[src/logic/cpu_regs_pkg.sv]
// Constants, types and helpers for the programmer-visible register set.
// Assumes one core clock, an APB slave port and an execution unit driving ops.
package cpu_regs_pkg;
    localparam int XLEN       = 32;
    localparam int EXT_ADDR_W = 24;
    localparam int EXT_DATA_W = 16;
    localparam int NUM_PHYS   = 17;
    localparam int RIDX_W     = 5;
    localparam logic [RIDX_W-1:0] USP_IDX = 5'h0f;
    localparam logic [RIDX_W-1:0] SSP_IDX = 5'h10;
    localparam logic [3:0] STACK_SEL = 4'hf;

    // Status word field positions
    localparam int SW_C     = 0;
    localparam int SW_V     = 1;
    localparam int SW_Z     = 2;
    localparam int SW_N     = 3;
    localparam int SW_X     = 4;
    localparam int SW_MASK  = 8;
    localparam int SW_PRIV  = 13;
    localparam int SW_TRACE = 15;
    localparam logic [15:0] SW_IMPL  = 16'ha71f;
    localparam logic [15:0] SW_RESET = 16'h2700;

    // APB map, byte addresses
    localparam int APB_AW = 8;
    localparam logic [APB_AW-1:0] APB_SSP = 8'h40;
    localparam logic [APB_AW-1:0] APB_PC  = 8'h44;
    localparam logic [APB_AW-1:0] APB_SW  = 8'h48;

    typedef enum logic [2:0] {SZ_BIT, SZ_DIGIT, SZ_BYTE, SZ_WORD, SZ_LONG} size_t;
    typedef enum logic [1:0] {OP_READ, OP_WRITE, OP_EA} op_kind_t;
    typedef enum logic [3:0] {
        EA_DREG, EA_AREG, EA_IND, EA_POSTINC, EA_PREDEC, EA_DISP, EA_INDEX,
        EA_ABS_W, EA_ABS_L, EA_PC_DISP, EA_PC_INDEX, EA_IMM, EA_QUICK, EA_IMPLIED
    } ea_mode_t;

    // Byte step of a pointer update
    function automatic logic [XLEN-1:0] size_bytes(input size_t sz);
        size_bytes = (sz == SZ_LONG) ? 32'h0000_0004 :
                     (sz == SZ_WORD) ? 32'h0000_0002 : 32'h0000_0001;
    endfunction

    function automatic logic [XLEN-1:0] sext16(input logic [15:0] v);
        sext16 = {{16{v[15]}}, v};
    endfunction

    function automatic logic [XLEN-1:0] sext8(input logic [7:0] v);
        sext8 = {{24{v[7]}}, v};
    endfunction
endpackage

[src/logic/cpu_reg_mem.sv]
// Storage for the general registers and both stack pointers.
// Assumes one writer per cycle; read data appear one clock after the address.
module cpu_reg_mem #(
    parameter int DEPTH = 17,
    parameter int WIDTH = 32,
    parameter int AW    = 5
) (
    input  wire logic             core_clk,
    input  wire logic             rst,
    input  wire logic             we,
    input  wire logic [AW-1:0]    waddr,
    input  wire logic [WIDTH-1:0] wdata,
    input  wire logic [AW-1:0]    raddr,
    output logic      [WIDTH-1:0] rdata
);
    if (DEPTH > (1 << AW) || DEPTH < 1) begin : g_chk
        $error("cpu_reg_mem: DEPTH does not fit AW");
    end

    logic [WIDTH-1:0] mem_reg [DEPTH];

    // Cleared at reset so no register reads as unknown
    always_ff @(posedge core_clk or posedge rst) begin
        if (rst) begin
            for (int i = 0; i < DEPTH; i++) begin
                mem_reg[i] <= '0;
            end
        end else if (we && int'(waddr) < DEPTH) begin
            mem_reg[waddr] <= wdata;
        end
    end

    // Registered read, write-before-read not forwarded
    always_ff @(posedge core_clk or posedge rst) begin
        if (rst) begin
            rdata <= '0;
        end else begin
            rdata <= (int'(raddr) < DEPTH) ? mem_reg[raddr] : '0;
        end
    end
endmodule

[src/logic/cpu_ea_calc.sv]
// Operand address generator, purely combinational.
// Assumes base, index and extension words are already fetched by the caller.
module cpu_ea_calc
    import cpu_regs_pkg::*;
(
    input  wire ea_mode_t        mode,
    input  wire size_t           size,
    input  wire logic [XLEN-1:0] base,
    input  wire logic [XLEN-1:0] index,
    input  wire logic            index_long,
    input  wire logic [XLEN-1:0] pc,
    input  wire logic [XLEN-1:0] ext,
    output logic      [XLEN-1:0] addr,
    output logic      [XLEN-1:0] base_next,
    output logic                 base_wb
);
    logic [XLEN-1:0] idx_val;
    logic [XLEN-1:0] step;
    logic [XLEN-1:0] quick;

    // Word index is sign-extended, any general register may be the index
    assign idx_val = index_long ? index : sext16(index[15:0]);
    assign step    = size_bytes(size);
    assign quick   = (ext[2:0] == 3'h0) ? 32'h0000_0008 : {29'h0, ext[2:0]};

    // Pointer adjustment only for the two stepping forms
    assign base_wb   = (mode == EA_POSTINC) || (mode == EA_PREDEC);
    assign base_next = (mode == EA_PREDEC) ? base - step : base + step;

    // Fourteen modes in six groups
    always_comb begin
        unique case (mode)
            EA_DREG, EA_AREG, EA_IND, EA_POSTINC, EA_IMPLIED: addr = base;
            EA_PREDEC:   addr = base - step;
            EA_DISP:     addr = base + sext16(ext[15:0]);
            EA_INDEX:    addr = base + sext8(ext[7:0]) + idx_val;
            EA_ABS_W:    addr = sext16(ext[15:0]);
            EA_ABS_L:    addr = ext;
            EA_PC_DISP:  addr = pc + sext16(ext[15:0]);
            EA_PC_INDEX: addr = pc + sext8(ext[7:0]) + idx_val;
            EA_IMM:      addr = ext;
            EA_QUICK:    addr = quick;
            default:     addr = base;
        endcase
    end
endmodule

[src/logic/cpu_regs.sv]
// Programmer register set: general registers, stack pointers, PC, status word.
// Assumes an execution unit with a valid/ready op port and an APB master.
module cpu_regs
    import cpu_regs_pkg::*;
#(
    parameter int EXT_AW = EXT_ADDR_W,
    parameter int EXT_DW = EXT_DATA_W
) (
    input  wire logic              core_clk,
    input  wire logic              rst,
    input  wire logic              op_valid,
    input  wire op_kind_t          op_kind,
    input  wire logic [3:0]        op_reg,
    input  wire size_t             op_size,
    input  wire logic [XLEN-1:0]   op_wdata,
    input  wire ea_mode_t          op_mode,
    input  wire logic [3:0]        op_index,
    input  wire logic              op_index_long,
    input  wire logic [XLEN-1:0]   op_ext,
    input  wire logic              pc_we,
    input  wire logic [XLEN-1:0]   pc_in,
    input  wire logic              flags_we,
    input  wire logic [3:0]        flags_in,
    input  wire logic              x_we,
    input  wire logic              x_in,
    input  wire logic              sw_we,
    input  wire logic [15:0]       sw_in,
    output logic                   op_ready,
    output logic                   res_valid,
    output logic [XLEN-1:0]        res_data,
    output logic [EXT_AW-1:0]      ext_addr,
    output logic [EXT_DW-1:0]      ext_data,
    output logic [XLEN-1:0]        program_counter,
    output logic [15:0]            status_word,
    input  wire logic              psel,
    input  wire logic              penable,
    input  wire logic              pwrite,
    input  wire logic [APB_AW-1:0] paddr,
    input  wire logic [XLEN-1:0]   pwdata,
    output logic                   pready,
    output logic [XLEN-1:0]        prdata,
    output logic                   pslverr
);
    // Outside paths must be no wider than the inner word
    if (EXT_AW < 1 || EXT_AW > XLEN || EXT_DW < 1 || EXT_DW > XLEN) begin : g_chk
        $error("cpu_regs: external widths must lie in 1..32");
    end

    typedef enum logic [1:0] {S_IDLE, S_BASE, S_INDEX, S_APB} state_t;

    // A7 means the stack pointer of the current privilege state
    function automatic logic [RIDX_W-1:0] phys_idx(input logic [3:0] r, input logic priv);
        phys_idx = (r != STACK_SEL) ? {1'b0, r} : (priv ? SSP_IDX : USP_IDX);
    endfunction

    // Size-aware write; address registers take whole words sign-extended
    function automatic logic [XLEN-1:0] merge(input logic [XLEN-1:0] old_v,
                                              input logic [XLEN-1:0] new_v,
                                              input size_t sz, input logic is_addr,
                                              input logic [4:0] bitno);
        logic [XLEN-1:0] bit_v;
        bit_v = old_v;
        bit_v[bitno] = new_v[0];
        if (is_addr) begin
            merge = (sz == SZ_LONG) ? new_v : sext16(new_v[15:0]);
        end else begin
            unique case (sz)
                SZ_BIT:   merge = bit_v;
                SZ_DIGIT: merge = {old_v[31:4], new_v[3:0]};
                SZ_BYTE:  merge = {old_v[31:8], new_v[7:0]};
                SZ_WORD:  merge = {old_v[31:16], new_v[15:0]};
                default:  merge = new_v;
            endcase
        end
    endfunction

    // Size-aware read, zero-extended into the result
    function automatic logic [XLEN-1:0] extract(input logic [XLEN-1:0] v, input size_t sz,
                                                input logic [4:0] bitno);
        unique case (sz)
            SZ_BIT:   extract = {31'h0, v[bitno]};
            SZ_DIGIT: extract = {28'h0, v[3:0]};
            SZ_BYTE:  extract = {24'h0, v[7:0]};
            SZ_WORD:  extract = {16'h0, v[15:0]};
            default:  extract = v;
        endcase
    endfunction

    state_t            state_reg;
    state_t            state_next;
    op_kind_t          kind_reg;
    size_t             size_reg;
    ea_mode_t          mode_reg;
    logic [3:0]        sel_reg;
    logic [3:0]        idx_sel_reg;
    logic              idx_long_reg;
    logic [XLEN-1:0]   wdata_reg;
    logic [XLEN-1:0]   ext_reg;
    logic [XLEN-1:0]   base_reg;
    logic [XLEN-1:0]   pc_reg;
    logic [XLEN-1:0]   pc_next;
    logic [15:0]       sw_reg;
    logic [15:0]       sw_next;
    logic              op_ready_reg;
    logic              res_valid_reg;
    logic [XLEN-1:0]   res_data_reg;
    logic [EXT_AW-1:0] ext_addr_reg;
    logic [EXT_DW-1:0] ext_data_reg;
    logic              pready_reg;
    logic [XLEN-1:0]   prdata_reg;
    logic              pslverr_reg;

    wire logic [XLEN-1:0] mem_rdata;
    wire logic [XLEN-1:0] ea_addr;
    wire logic [XLEN-1:0] ea_base_next;
    wire logic            ea_base_wb;

    // Privilege and the named status fields
    wire logic       priv      = sw_reg[SW_PRIV];
    wire logic       trace     = sw_reg[SW_TRACE];
    wire logic [2:0] int_mask  = sw_reg[SW_MASK +: 3];

    // Op handshake and sequencing decode
    wire logic accept_op  = op_ready_reg && op_valid;
    wire logic in_base    = state_reg == S_BASE;
    wire logic in_index   = state_reg == S_INDEX;
    wire logic needs_idx  = (kind_reg == OP_EA) &&
                            ((mode_reg == EA_INDEX) || (mode_reg == EA_PC_INDEX));
    wire logic to_index   = in_base && needs_idx;
    wire logic op_done    = (in_base && !needs_idx) || in_index;
    wire logic sel_is_adr = sel_reg[3];
    wire logic [RIDX_W-1:0] sel_phys = phys_idx(sel_reg, priv);

    // APB decode; exec-side status and PC writes take precedence
    wire logic apb_go     = (state_reg == S_IDLE) && !op_valid && !sw_we && !pc_we &&
                            psel && penable && !pready_reg;
    wire logic apb_gp     = (paddr[7:6] == 2'h0) && (paddr[1:0] == 2'h0);
    wire logic apb_ssp    = paddr == APB_SSP;
    wire logic apb_pc     = paddr == APB_PC;
    wire logic apb_sw     = paddr == APB_SW;
    wire logic apb_err    = !(apb_gp || apb_ssp || apb_pc || apb_sw) ||
                            (apb_ssp && !priv);
    wire logic apb_mem    = !apb_err && (apb_gp || apb_ssp);
    wire logic apb_mem_rd = apb_go && !pwrite && apb_mem;
    wire logic apb_mem_wr = apb_go && pwrite && apb_mem;
    wire logic [RIDX_W-1:0] apb_idx = apb_ssp ? SSP_IDX : {1'b0, paddr[5:2]};

    // Memory read port: op base on accept, then index, else APB
    wire logic [RIDX_W-1:0] rd_addr = accept_op ? phys_idx(op_reg, priv) :
                                      to_index  ? phys_idx(idx_sel_reg, priv) :
                                      apb_idx;

    // Memory write port: op write, pointer step or APB, never two at once
    wire logic [XLEN-1:0] op_merged = merge(mem_rdata, wdata_reg, size_reg, sel_is_adr,
                                            ext_reg[4:0]);
    wire logic w_op  = in_base && (kind_reg == OP_WRITE);
    wire logic w_ea  = in_base && (kind_reg == OP_EA) && ea_base_wb;
    wire logic mem_we = w_op || w_ea || apb_mem_wr;
    wire logic [RIDX_W-1:0] wr_addr = apb_mem_wr ? apb_idx : sel_phys;
    wire logic [XLEN-1:0]   wr_data = apb_mem_wr ? pwdata :
                                      w_op ? op_merged : ea_base_next;

    // Result of a finished op
    wire logic [XLEN-1:0] result = (kind_reg == OP_READ)  ? extract(mem_rdata, size_reg,
                                                                    ext_reg[4:0]) :
                                   (kind_reg == OP_WRITE) ? op_merged : ea_addr;

    // Status word: unprivileged writers reach only the flag byte
    wire logic        apb_sw_wr = apb_go && pwrite && apb_sw;
    wire logic [15:0] sw_wval   = sw_we ? sw_in : pwdata[15:0];
    wire logic [15:0] sw_masked = priv ? (sw_wval & SW_IMPL) :
                                  {sw_reg[15:8], sw_wval[7:0] & SW_IMPL[7:0]};
    wire logic [15:0] sw_base   = (sw_we || apb_sw_wr) ? sw_masked : sw_reg;
    // Extend bit moves only on its own strobe or a status word write, so it stays sticky across flag updates
    assign sw_next = {sw_base[15:5],
                      x_we ? x_in : sw_base[SW_X],
                      flags_we ? flags_in : sw_base[SW_N:SW_C]};
    assign pc_next = pc_we ? pc_in : ((apb_go && pwrite && apb_pc) ? pwdata : pc_reg);

    assign state_next = accept_op  ? S_BASE  :
                        to_index   ? S_INDEX :
                        apb_mem_rd ? S_APB   : S_IDLE;

    cpu_reg_mem #(
        .DEPTH (NUM_PHYS),
        .WIDTH (XLEN),
        .AW    (RIDX_W)
    ) u_mem (
        .core_clk (core_clk),
        .rst      (rst),
        .we       (mem_we),
        .waddr    (wr_addr),
        .wdata    (wr_data),
        .raddr    (rd_addr),
        .rdata    (mem_rdata)
    );

    cpu_ea_calc u_ea (
        .mode       (mode_reg),
        .size       (size_reg),
        .base       (in_index ? base_reg : mem_rdata),
        .index      (mem_rdata),
        .index_long (idx_long_reg),
        .pc         (pc_reg),
        .ext        (ext_reg),
        .addr       (ea_addr),
        .base_next  (ea_base_next),
        .base_wb    (ea_base_wb)
    );

    // Sequencer and latched op fields
    always_ff @(posedge core_clk or posedge rst) begin
        if (rst) begin
            state_reg    <= S_IDLE;
            op_ready_reg <= 1'b0;
            kind_reg     <= OP_READ;
            size_reg     <= SZ_LONG;
            mode_reg     <= EA_DREG;
            sel_reg      <= 4'h0;
            idx_sel_reg  <= 4'h0;
            idx_long_reg <= 1'b0;
            wdata_reg    <= '0;
            ext_reg      <= '0;
            base_reg     <= '0;
        end else begin
            state_reg    <= state_next;
            op_ready_reg <= state_next == S_IDLE;
            if (accept_op) begin
                kind_reg     <= op_kind;
                size_reg     <= op_size;
                mode_reg     <= op_mode;
                sel_reg      <= op_reg;
                idx_sel_reg  <= op_index;
                idx_long_reg <= op_index_long;
                wdata_reg    <= op_wdata;
                ext_reg      <= op_ext;
            end
            if (to_index) begin
                base_reg <= mem_rdata;
            end
        end
    end

    // Op results; outside paths carry only the low address and data bits
    always_ff @(posedge core_clk or posedge rst) begin
        if (rst) begin
            res_valid_reg <= 1'b0;
            res_data_reg  <= '0;
            ext_addr_reg  <= '0;
            ext_data_reg  <= '0;
        end else begin
            res_valid_reg <= op_done;
            if (op_done) begin
                res_data_reg <= result;
                ext_data_reg <= result[EXT_DW-1:0];
                if (kind_reg == OP_EA) begin
                    ext_addr_reg <= ea_addr[EXT_AW-1:0];
                end
            end
        end
    end

    // Program counter and status word
    always_ff @(posedge core_clk or posedge rst) begin
        if (rst) begin
            pc_reg <= '0;
            sw_reg <= SW_RESET;
        end else begin
            pc_reg <= pc_next;
            sw_reg <= sw_next;
        end
    end

    // APB answer; ready is a one-cycle pulse that blocks a new start while high, so no access repeats in its ready cycle
    always_ff @(posedge core_clk or posedge rst) begin
        if (rst) begin
            pready_reg  <= 1'b0;
            prdata_reg  <= '0;
            pslverr_reg <= 1'b0;
        end else begin
            pready_reg  <= (apb_go && !apb_mem_rd) || (state_reg == S_APB);
            pslverr_reg <= apb_go && apb_err;
            if (state_reg == S_APB) begin
                prdata_reg <= mem_rdata;
            end else if (apb_go) begin
                prdata_reg <= (pwrite || apb_err) ? '0 :
                              apb_pc ? pc_reg : {16'h0, sw_reg};
            end
        end
    end

    assign op_ready        = op_ready_reg;
    assign res_valid       = res_valid_reg;
    assign res_data        = res_data_reg;
    assign ext_addr        = ext_addr_reg;
    assign ext_data        = ext_data_reg;
    assign program_counter = pc_reg;
    assign status_word     = sw_reg;
    assign pready          = pready_reg;
    assign prdata          = prdata_reg;
    assign pslverr         = pslverr_reg;

    // Trace and mask are visible only through the status word
    wire logic unused_fields = trace ^ (^int_mask);
endmodule

[config.mk]
export PLATFORM = sky130hd
export DESIGN_NAME = cpu_regs
export DESIGN_NICKNAME = d
export VERILOG_FILES = /design/src/logic/cpu_regs_pkg.sv /design/src/logic/cpu_reg_mem.sv /design/src/logic/cpu_ea_calc.sv /design/src/logic/cpu_regs.sv
export SDC_FILE = /design/constraint.sdc
export NUM_CORES = 2
export LEC_CHECK = 0
export ABC_AREA = 1
export BUFFER_PORTS_ARGS = -buffer_cell sky130_fd_sc_hd__buf_2
export CELL_PAD_IN_SITES_DETAIL_PLACEMENT = 1
export CELL_PAD_IN_SITES_GLOBAL_PLACEMENT = 1
export CORE_ASPECT_RATIO = 0.9
export CORE_MARGIN = 1
export CORE_UTILIZATION = 25
export DETAILED_ROUTE_END_ITERATION = 12
export GPL_ROUTABILITY_DRIVEN = 1
export PLACE_DENSITY = 0.6
export SLEW_MARGIN = 20
export SYNTH_ARGS = -nofsm -noshare
export SYNTH_HDL_FRONTEND = slang
export SYNTH_SLANG_ARGS = --single-unit
[constraint.sdc]
create_clock -name core_clk -period 47.1 [get_ports core_clk]
set_clock_uncertainty 0.15 [all_clocks]
set_input_delay 2.355 -clock core_clk [delete_from_list [all_inputs] [get_ports core_clk]]
set_output_delay 2.355 -clock core_clk [all_outputs]
set_load 0.01 [all_outputs]
### Word level (Yosys, flattened, before mapping)

Index checks and enable logic that the tools add are counted.

| storage, ports and cells | value |
|---|---|
| register bits after elaboration | 845 |
| input bits | 185 |
| logic and storage cells | 195 |

| cells by class | value |
|---|---|
| reductions and logical operators | 63 |
| bitwise logic cells | 2 |
| add/sub/neg operators | 8 |
| eq/ne operators | 25 |
| multiplexer cells | 49 |
| order comparisons | 7 |

Operators with widths:

| operator | count |
|---|---|
| 32-bit 2-to-1 mux | 20 |
| 544-bit bitwise mux | 1 |
| 32-bit case mux with 4 select lines | 2 |
| 32-bit case mux with 8 select lines | 1 |
| 32-bit adder | 7 |
| 32-bit binary-select mux with 5-bit select | 1 |
| 32-bit demux with 5-bit select | 1 |
| 5-bit 2-to-1 mux | 9 |
| 32-bit bitwise mux | 1 |
| 32-bit subtractor | 1 |
| 1-bit logical AND | 27 |
| 8-bit by 7-bit equality test with 1-bit output (second input constant) | 3 |
| 4-bit equality test (second input constant) | 5 |
| 4-bit by 3-bit equality test with 1-bit output (second input constant) | 4 |
| 16-bit 2-to-1 mux | 1 |
| 14-bit 2-to-1 mux | 1 |
| 6-bit greater-or-equal comparator (second input constant) | 2 |
| 1-bit logical OR | 12 |
| 4-bit != test (second input constant) | 3 |
| 5-bit inverter with 6-bit output | 2 |
| 1-bit logical NOT | 10 |
| 2-bit logical NOT | 5 |
| 5-bit < comparator (second input constant) | 2 |
| 2-bit 2-to-1 mux | 4 |
| other kinds (17) | 29 |

### Logic depth before layout (Yosys ltp)

| depth | value |
|---|---|
| depth after elaboration | 17 |
| depth in mapped cells | 28 |
| depth with buffers taken out | 26 |

### Hierarchy

From an unflattened synthesis, not the netlist that was laid out.

| second synthesis, totals | value |
|---|---|
| cells, all modules | 8420 |
| area, all modules | 55200.4 µm² |

Modules (own cells, without submodules):

| module | instances | cells an instance | area an instance (µm²) |
|---|---|---|---|
| cpu_reg_mem | 1 | 3916 | 28439.8 |
| cpu_regs | 1 | 2070 | 14560.2 |
| cpu_ea_calc | 1 | 2434 | 12200.5 |

### Worst setup path after synthesis

OpenSTA, ideal clock, no wires.

| path | value |
|---|---|
| kind | reg2reg |
| start point | register ext_reg[7] |
| end point | register res_data_reg[23] (netlist: res_data[23]) |
| buffers on the path | 0 |
| stages on the path, launching flop included | 16 |
| arrival time | 4485 ps |
| period minus slack after synthesis | 4762 ps |
| setup time | 126 ps |
| required time | 46824 ps |
| path slack | 42338 ps |
| path through | dfrtp_1 fa_1 ha_1 a21oi_1 nand2_1 a21oi_1 nand2_1 nand2_1 nand2_1 or2_2 nand3_1 nand2_1 inv_1 nand4_1 nand2_1 a21oi_1 |

| on the way | value |
|---|---|
| cells in the longest elaborated chain, start to end | 5 |

RTL lines:

| item | line | RTL |
|---|---|---|
| start: declaration | cpu_regs.sv:98 | `logic [XLEN-1:0] ext_reg;` |
| start signal: assignment | cpu_regs.sv:236 | `ext_reg <= op_ext;` |
| 32-bit adder, on equally long branches (2 in series) | cpu_ea_calc.sv:40, cpu_ea_calc.sv:36 |  |
| 32-bit case mux with 8 select lines (*) | cpu_ea_calc.sv:32 | `unique case (mode)` |
| 32-bit 2-to-1 mux (*) | cpu_regs.sv:166 | `(kind_reg == OP_WRITE) ? op_merged : ea_addr;` |
| 32-bit 2-to-1 mux (*) | cpu_regs.sv:164 | `wire logic [XLEN-1:0] result = (kind_reg == OP_READ) ? extract(mem_rdata, size_reg,` |
| end signal: assignment | cpu_regs.sv:254 | `res_data_reg <= result;` |
| end: declaration | cpu_regs.sv:106 | `logic [XLEN-1:0] res_data_reg;` |

Every way passes the cells marked *; elsewhere a longest branch is shown, timed or not.
A chain may end at the register's enable or synchronous reset.

### Final worst setup path

| path | value |
|---|---|
| start point | input port paddr[1] |
| end point | register u_mem.mem_reg[290] (netlist name) |

| on the way | value |
|---|---|
| cells in the longest elaborated chain, start to end | 17 |

RTL lines:

| item | line | RTL |
|---|---|---|
| start: declaration | cpu_regs.sv:38 | `input wire logic [APB_AW-1:0] paddr,` |
| parallel branches: the longest is 17 deep, another holds 6-bit greater-or-equal comparator | -- |  |
| end signal: indexed assignment | cpu_reg_mem.sv:29 | `mem_reg[waddr] <= wdata;` |
| end: declaration | cpu_reg_mem.sv:20 | `logic [WIDTH-1:0] mem_reg [DEPTH];` |

Several ways; the timed one is not identified.

==> metrics.txt <==
outcome completed; min Tclk post-route 7376 ps; CP max-delay cell clkinv_2; Seq/Total Area, Yosys 0.3967; Pint 1671 uW; Largest register FFs 544; Cell variety after synth 67; share of power burned in registers 0.327; fin. max-slew vios 0; CP top delay family buffers and inverters; P_sw 1329 uW; flop and latch count out of synthesis 826; gpl congestion 0.9671; Worst-path clk slew 60 ps; global-route wire length before repair 405900 microns; CTS Sinks 826; input/output buffers 328; Layout area overhead 14.69%; WP data arrival 7840 ps; post-synthesis async set-or-reset flop share 1.000; Hold Vio Cnt, Final 0; Cells after Synth 7535; Post-Place Worst Slack 39330 ps; Die Wd 483.3 microns; Startpoint Class input pin; CP most frequent cell buf_4; data required time at the worst endpoint 47560 ps; CP bufs+invs 5; share of cells above drive strength 1 0.1034; Clock Tree Buf Depth 3; worst rel slew slack 0.2360; 1st-iter DRT viols 5063; vias 54740; syn avg cell area 6.918 sq um; worst setup margin 39720 ps; type of the worst setup path input pin to flip-flop; CORE AREA 0.2066 sq mm; switching part of the total 0.4429; largest net degree at the start of global routing 100; Finish-stage setup viols 0; initial antenna violation count 21; Final Cycle Share 0.1566; Max Cap Violations 0; CTS tree built; HP Class flip-flop to flip-flop; Filler cells 25610; Global Route Usage Sum 0.2658; Post-synth EDFFs 0; Initial Utilization 0.2523; post_cts resized 0; Critical Path, Cell by Cell buf_2, or2_1, or2_0, o21bai_1, nand2_1, inv_2, nand2_4, buf_4, o22ai_1, nand3_1, nor2_4, buf_4, clkinv_2, o21ai_0; logic gate share of total power 0.396; Clk pwr share 0.277; die height 435.2 microns; Leakage Power 0.02985 uW; CTS buffer count 97; post-DR wirelength/cell 27.26 microns; Fmax 135.6 MHz; worst-margin pin slew 1146 ps; vias in the first global route 54030; cell area after synthesis 0.05212 sq mm; VDD IR max 0.03189 mV; # hold bufs at CTS 0; drt first pass iters 5; htree depth 3; root buf cell clkbuf_16; warnings from Yosys 0; drc violations 0; die area 0.2103 sq mm; Pwr Density 50.18 mW/mm^2; DP HPWL 205000 microns; Top-Level Pins 341; Final #Nets 8013; Worst Setup End Kind flip-flop; setup bufs post-CTS 0; FP Rows 158; WL final 285500 microns; via-per-instance ratio 5.226; Synth Flop Type dfrtp_1; biggest cell delay along the critical path 990 ps; Routed Antenna Nets 0; Max FO, Critical Path 37; setup tns final 0 ps; RSZ-0062 raised after global routing no; grt ovf 0; clock latency on the worst-skew pair 770 ps
## Yosys cell counts, types with 8 or more instances
cell,number,area share
nor4_1,9,0.0011
a21oi_1,363,0.035
nor3_1,58,0.0056
o211ai_1,39,0.0056
dfrtp_1,821,0.39
or2_2,19,0.0023
ha_1,100,0.024
a21o_1,10,0.0014
buf_1,39,0.0028
o22ai_1,35,0.0042
nand3b_1,19,0.0027
a22oi_1,14,0.0020
o21ai_0,452,0.043
inv_2,36,0.0026
o21ai_1,50,0.0048
a31oi_1,37,0.0044
o21bai_1,22,0.0032
xor2_1,10,0.0017
buf_4,74,0.011
nor2_2,13,0.0016
o221ai_1,25,0.0042
nand2_1,2962,0.21
a211oi_1,10,0.0014
nand2_2,41,0.0049
buf_2,86,0.0083
fa_1,65,0.025
inv_1,551,0.040
nand3_1,669,0.064
clkbuf_1,215,0.015
clkinv_1,8,0.00058
buf_6,12,0.0026
nor2_1,420,0.030
o21a_1,9,0.0013
nand4_1,156,0.019
## path summary, 6_finish.rpt
check	startpoint	end	slack [ps]	cells past startpoint
max	paddr[1]	u_mem.mem_reg[290]	39720	14
min	u_mem.mem_reg[5]	u_mem.rdata[5]	310	2
max reg2reg	state_reg[0]	u_mem.rdata[24]	40590	16
min reg2reg	u_mem.mem_reg[5]	u_mem.rdata[5]	310	2
max in group asynchronous	rst	u_mem.mem_reg[438]	41890	5
min in group asynchronous	rst	program_counter[22]	1530	2
## power groups by stage
| stage | combinational, uW | clock, uW | sequential (uW) |
|---|---|---|---|
| 6_report | 1190 | 830 | 982 |
| 5_1_grt | 1300 | 870 | 996 |
| 4_1_cts | 1170 | 843 | 978 |
| 3_5_place_dp | 1160 | 0 | 989 |
| 3_3_place_gp | 1140 | 0 | 984 |
| 2_1_floorplan | 707 | 0 | 960 |
## metrics by stage
stage | utilization | total power, uW | instances | hold slack (ps) | area, sq um
2_1_floorplan | - | 1667 | 7540 | 291.9 | 52140
3_3_place_gp | 0.2723 | 2129 | 10280 | 305.3 | 56240
4_1_cts | 0.2890 | 2992 | 10470 | 310.4 | 59700
5_1_grt | 0.2893 | 3161 | 10470 | 336.9 | 59770
6_report | 0.2894 | 3000 | 10480 | 306.6 | 59780
3_5_place_dp | 0.2723 | 2153 | 10280 | 308.7 | 56240
## final cells by class
cell class,instances,area [sq um],share of cell area
repair buffers,450,2577,0.04312
inverters,595,2253,0.03770
multi-input cells,5693,27390,0.4582
diodes,9,22.52,0.0003767
clock buffers,143,2870,0.04801
clock inverters,39,583.1,0.009753
flip-flops and latches,826,20680,0.3459
well taps,2720,3403,0.05693
## cells in the final DEF, fill, tap and decap left out, types with 37 or more instances in the layout
cell type and count:
o211ai_1 39, nand2_2 42, o21ai_0 451, clkbuf_16 97, nand3_1 665, a21oi_1 360
fa_1 65, nand4_1 156, nor2_1 404, buf_4 121, o21ai_1 50, inv_1 548
buf_2 328, nand2_1 2959, nor3_1 56, dfrtp_1 820, ha_1 100, a31oi_1 37
## metal layers
layer	share of wire	wire [microns]	track usage
met5	0.000046	13	0
met4	0.053	15250	0.1220
met3	0.063	17880	0.04228
met2	0.44	126600	0.4140
met1	0.44	125800	0.3596
## cells by family after synthesis
kind of cell	Yosys count	synth area share
multiplexers	1	0.0001920
buffers and inverters	1021	0.08265
other	1	0.00007194
flip-flops	826	0.3967
AND/OR/NAND/NOR	4401	0.3510
XOR/XNOR	13	0.002328
AO/OA/AOI/OAI	1107	0.1181
adder cells (fa/ha/maj)	165	0.04897
## worst reg2reg max path, stage by stage, from the launching register on
cell	delay (ps)
dfrtp_1	480
inv_2	80
buf_4	360
nor2_2	130
nand3_2	90
buf_4	630
nand3_4	770
nand3_4	650
buf_16	330
buf_4	770
buf_4	800
a21oi_1	210
o21ai_1	130
nand3_1	140
nand3_1	140
nand3_1	170
nand2_1	330
Note: power is estimated with default switching activity, not from simulation.
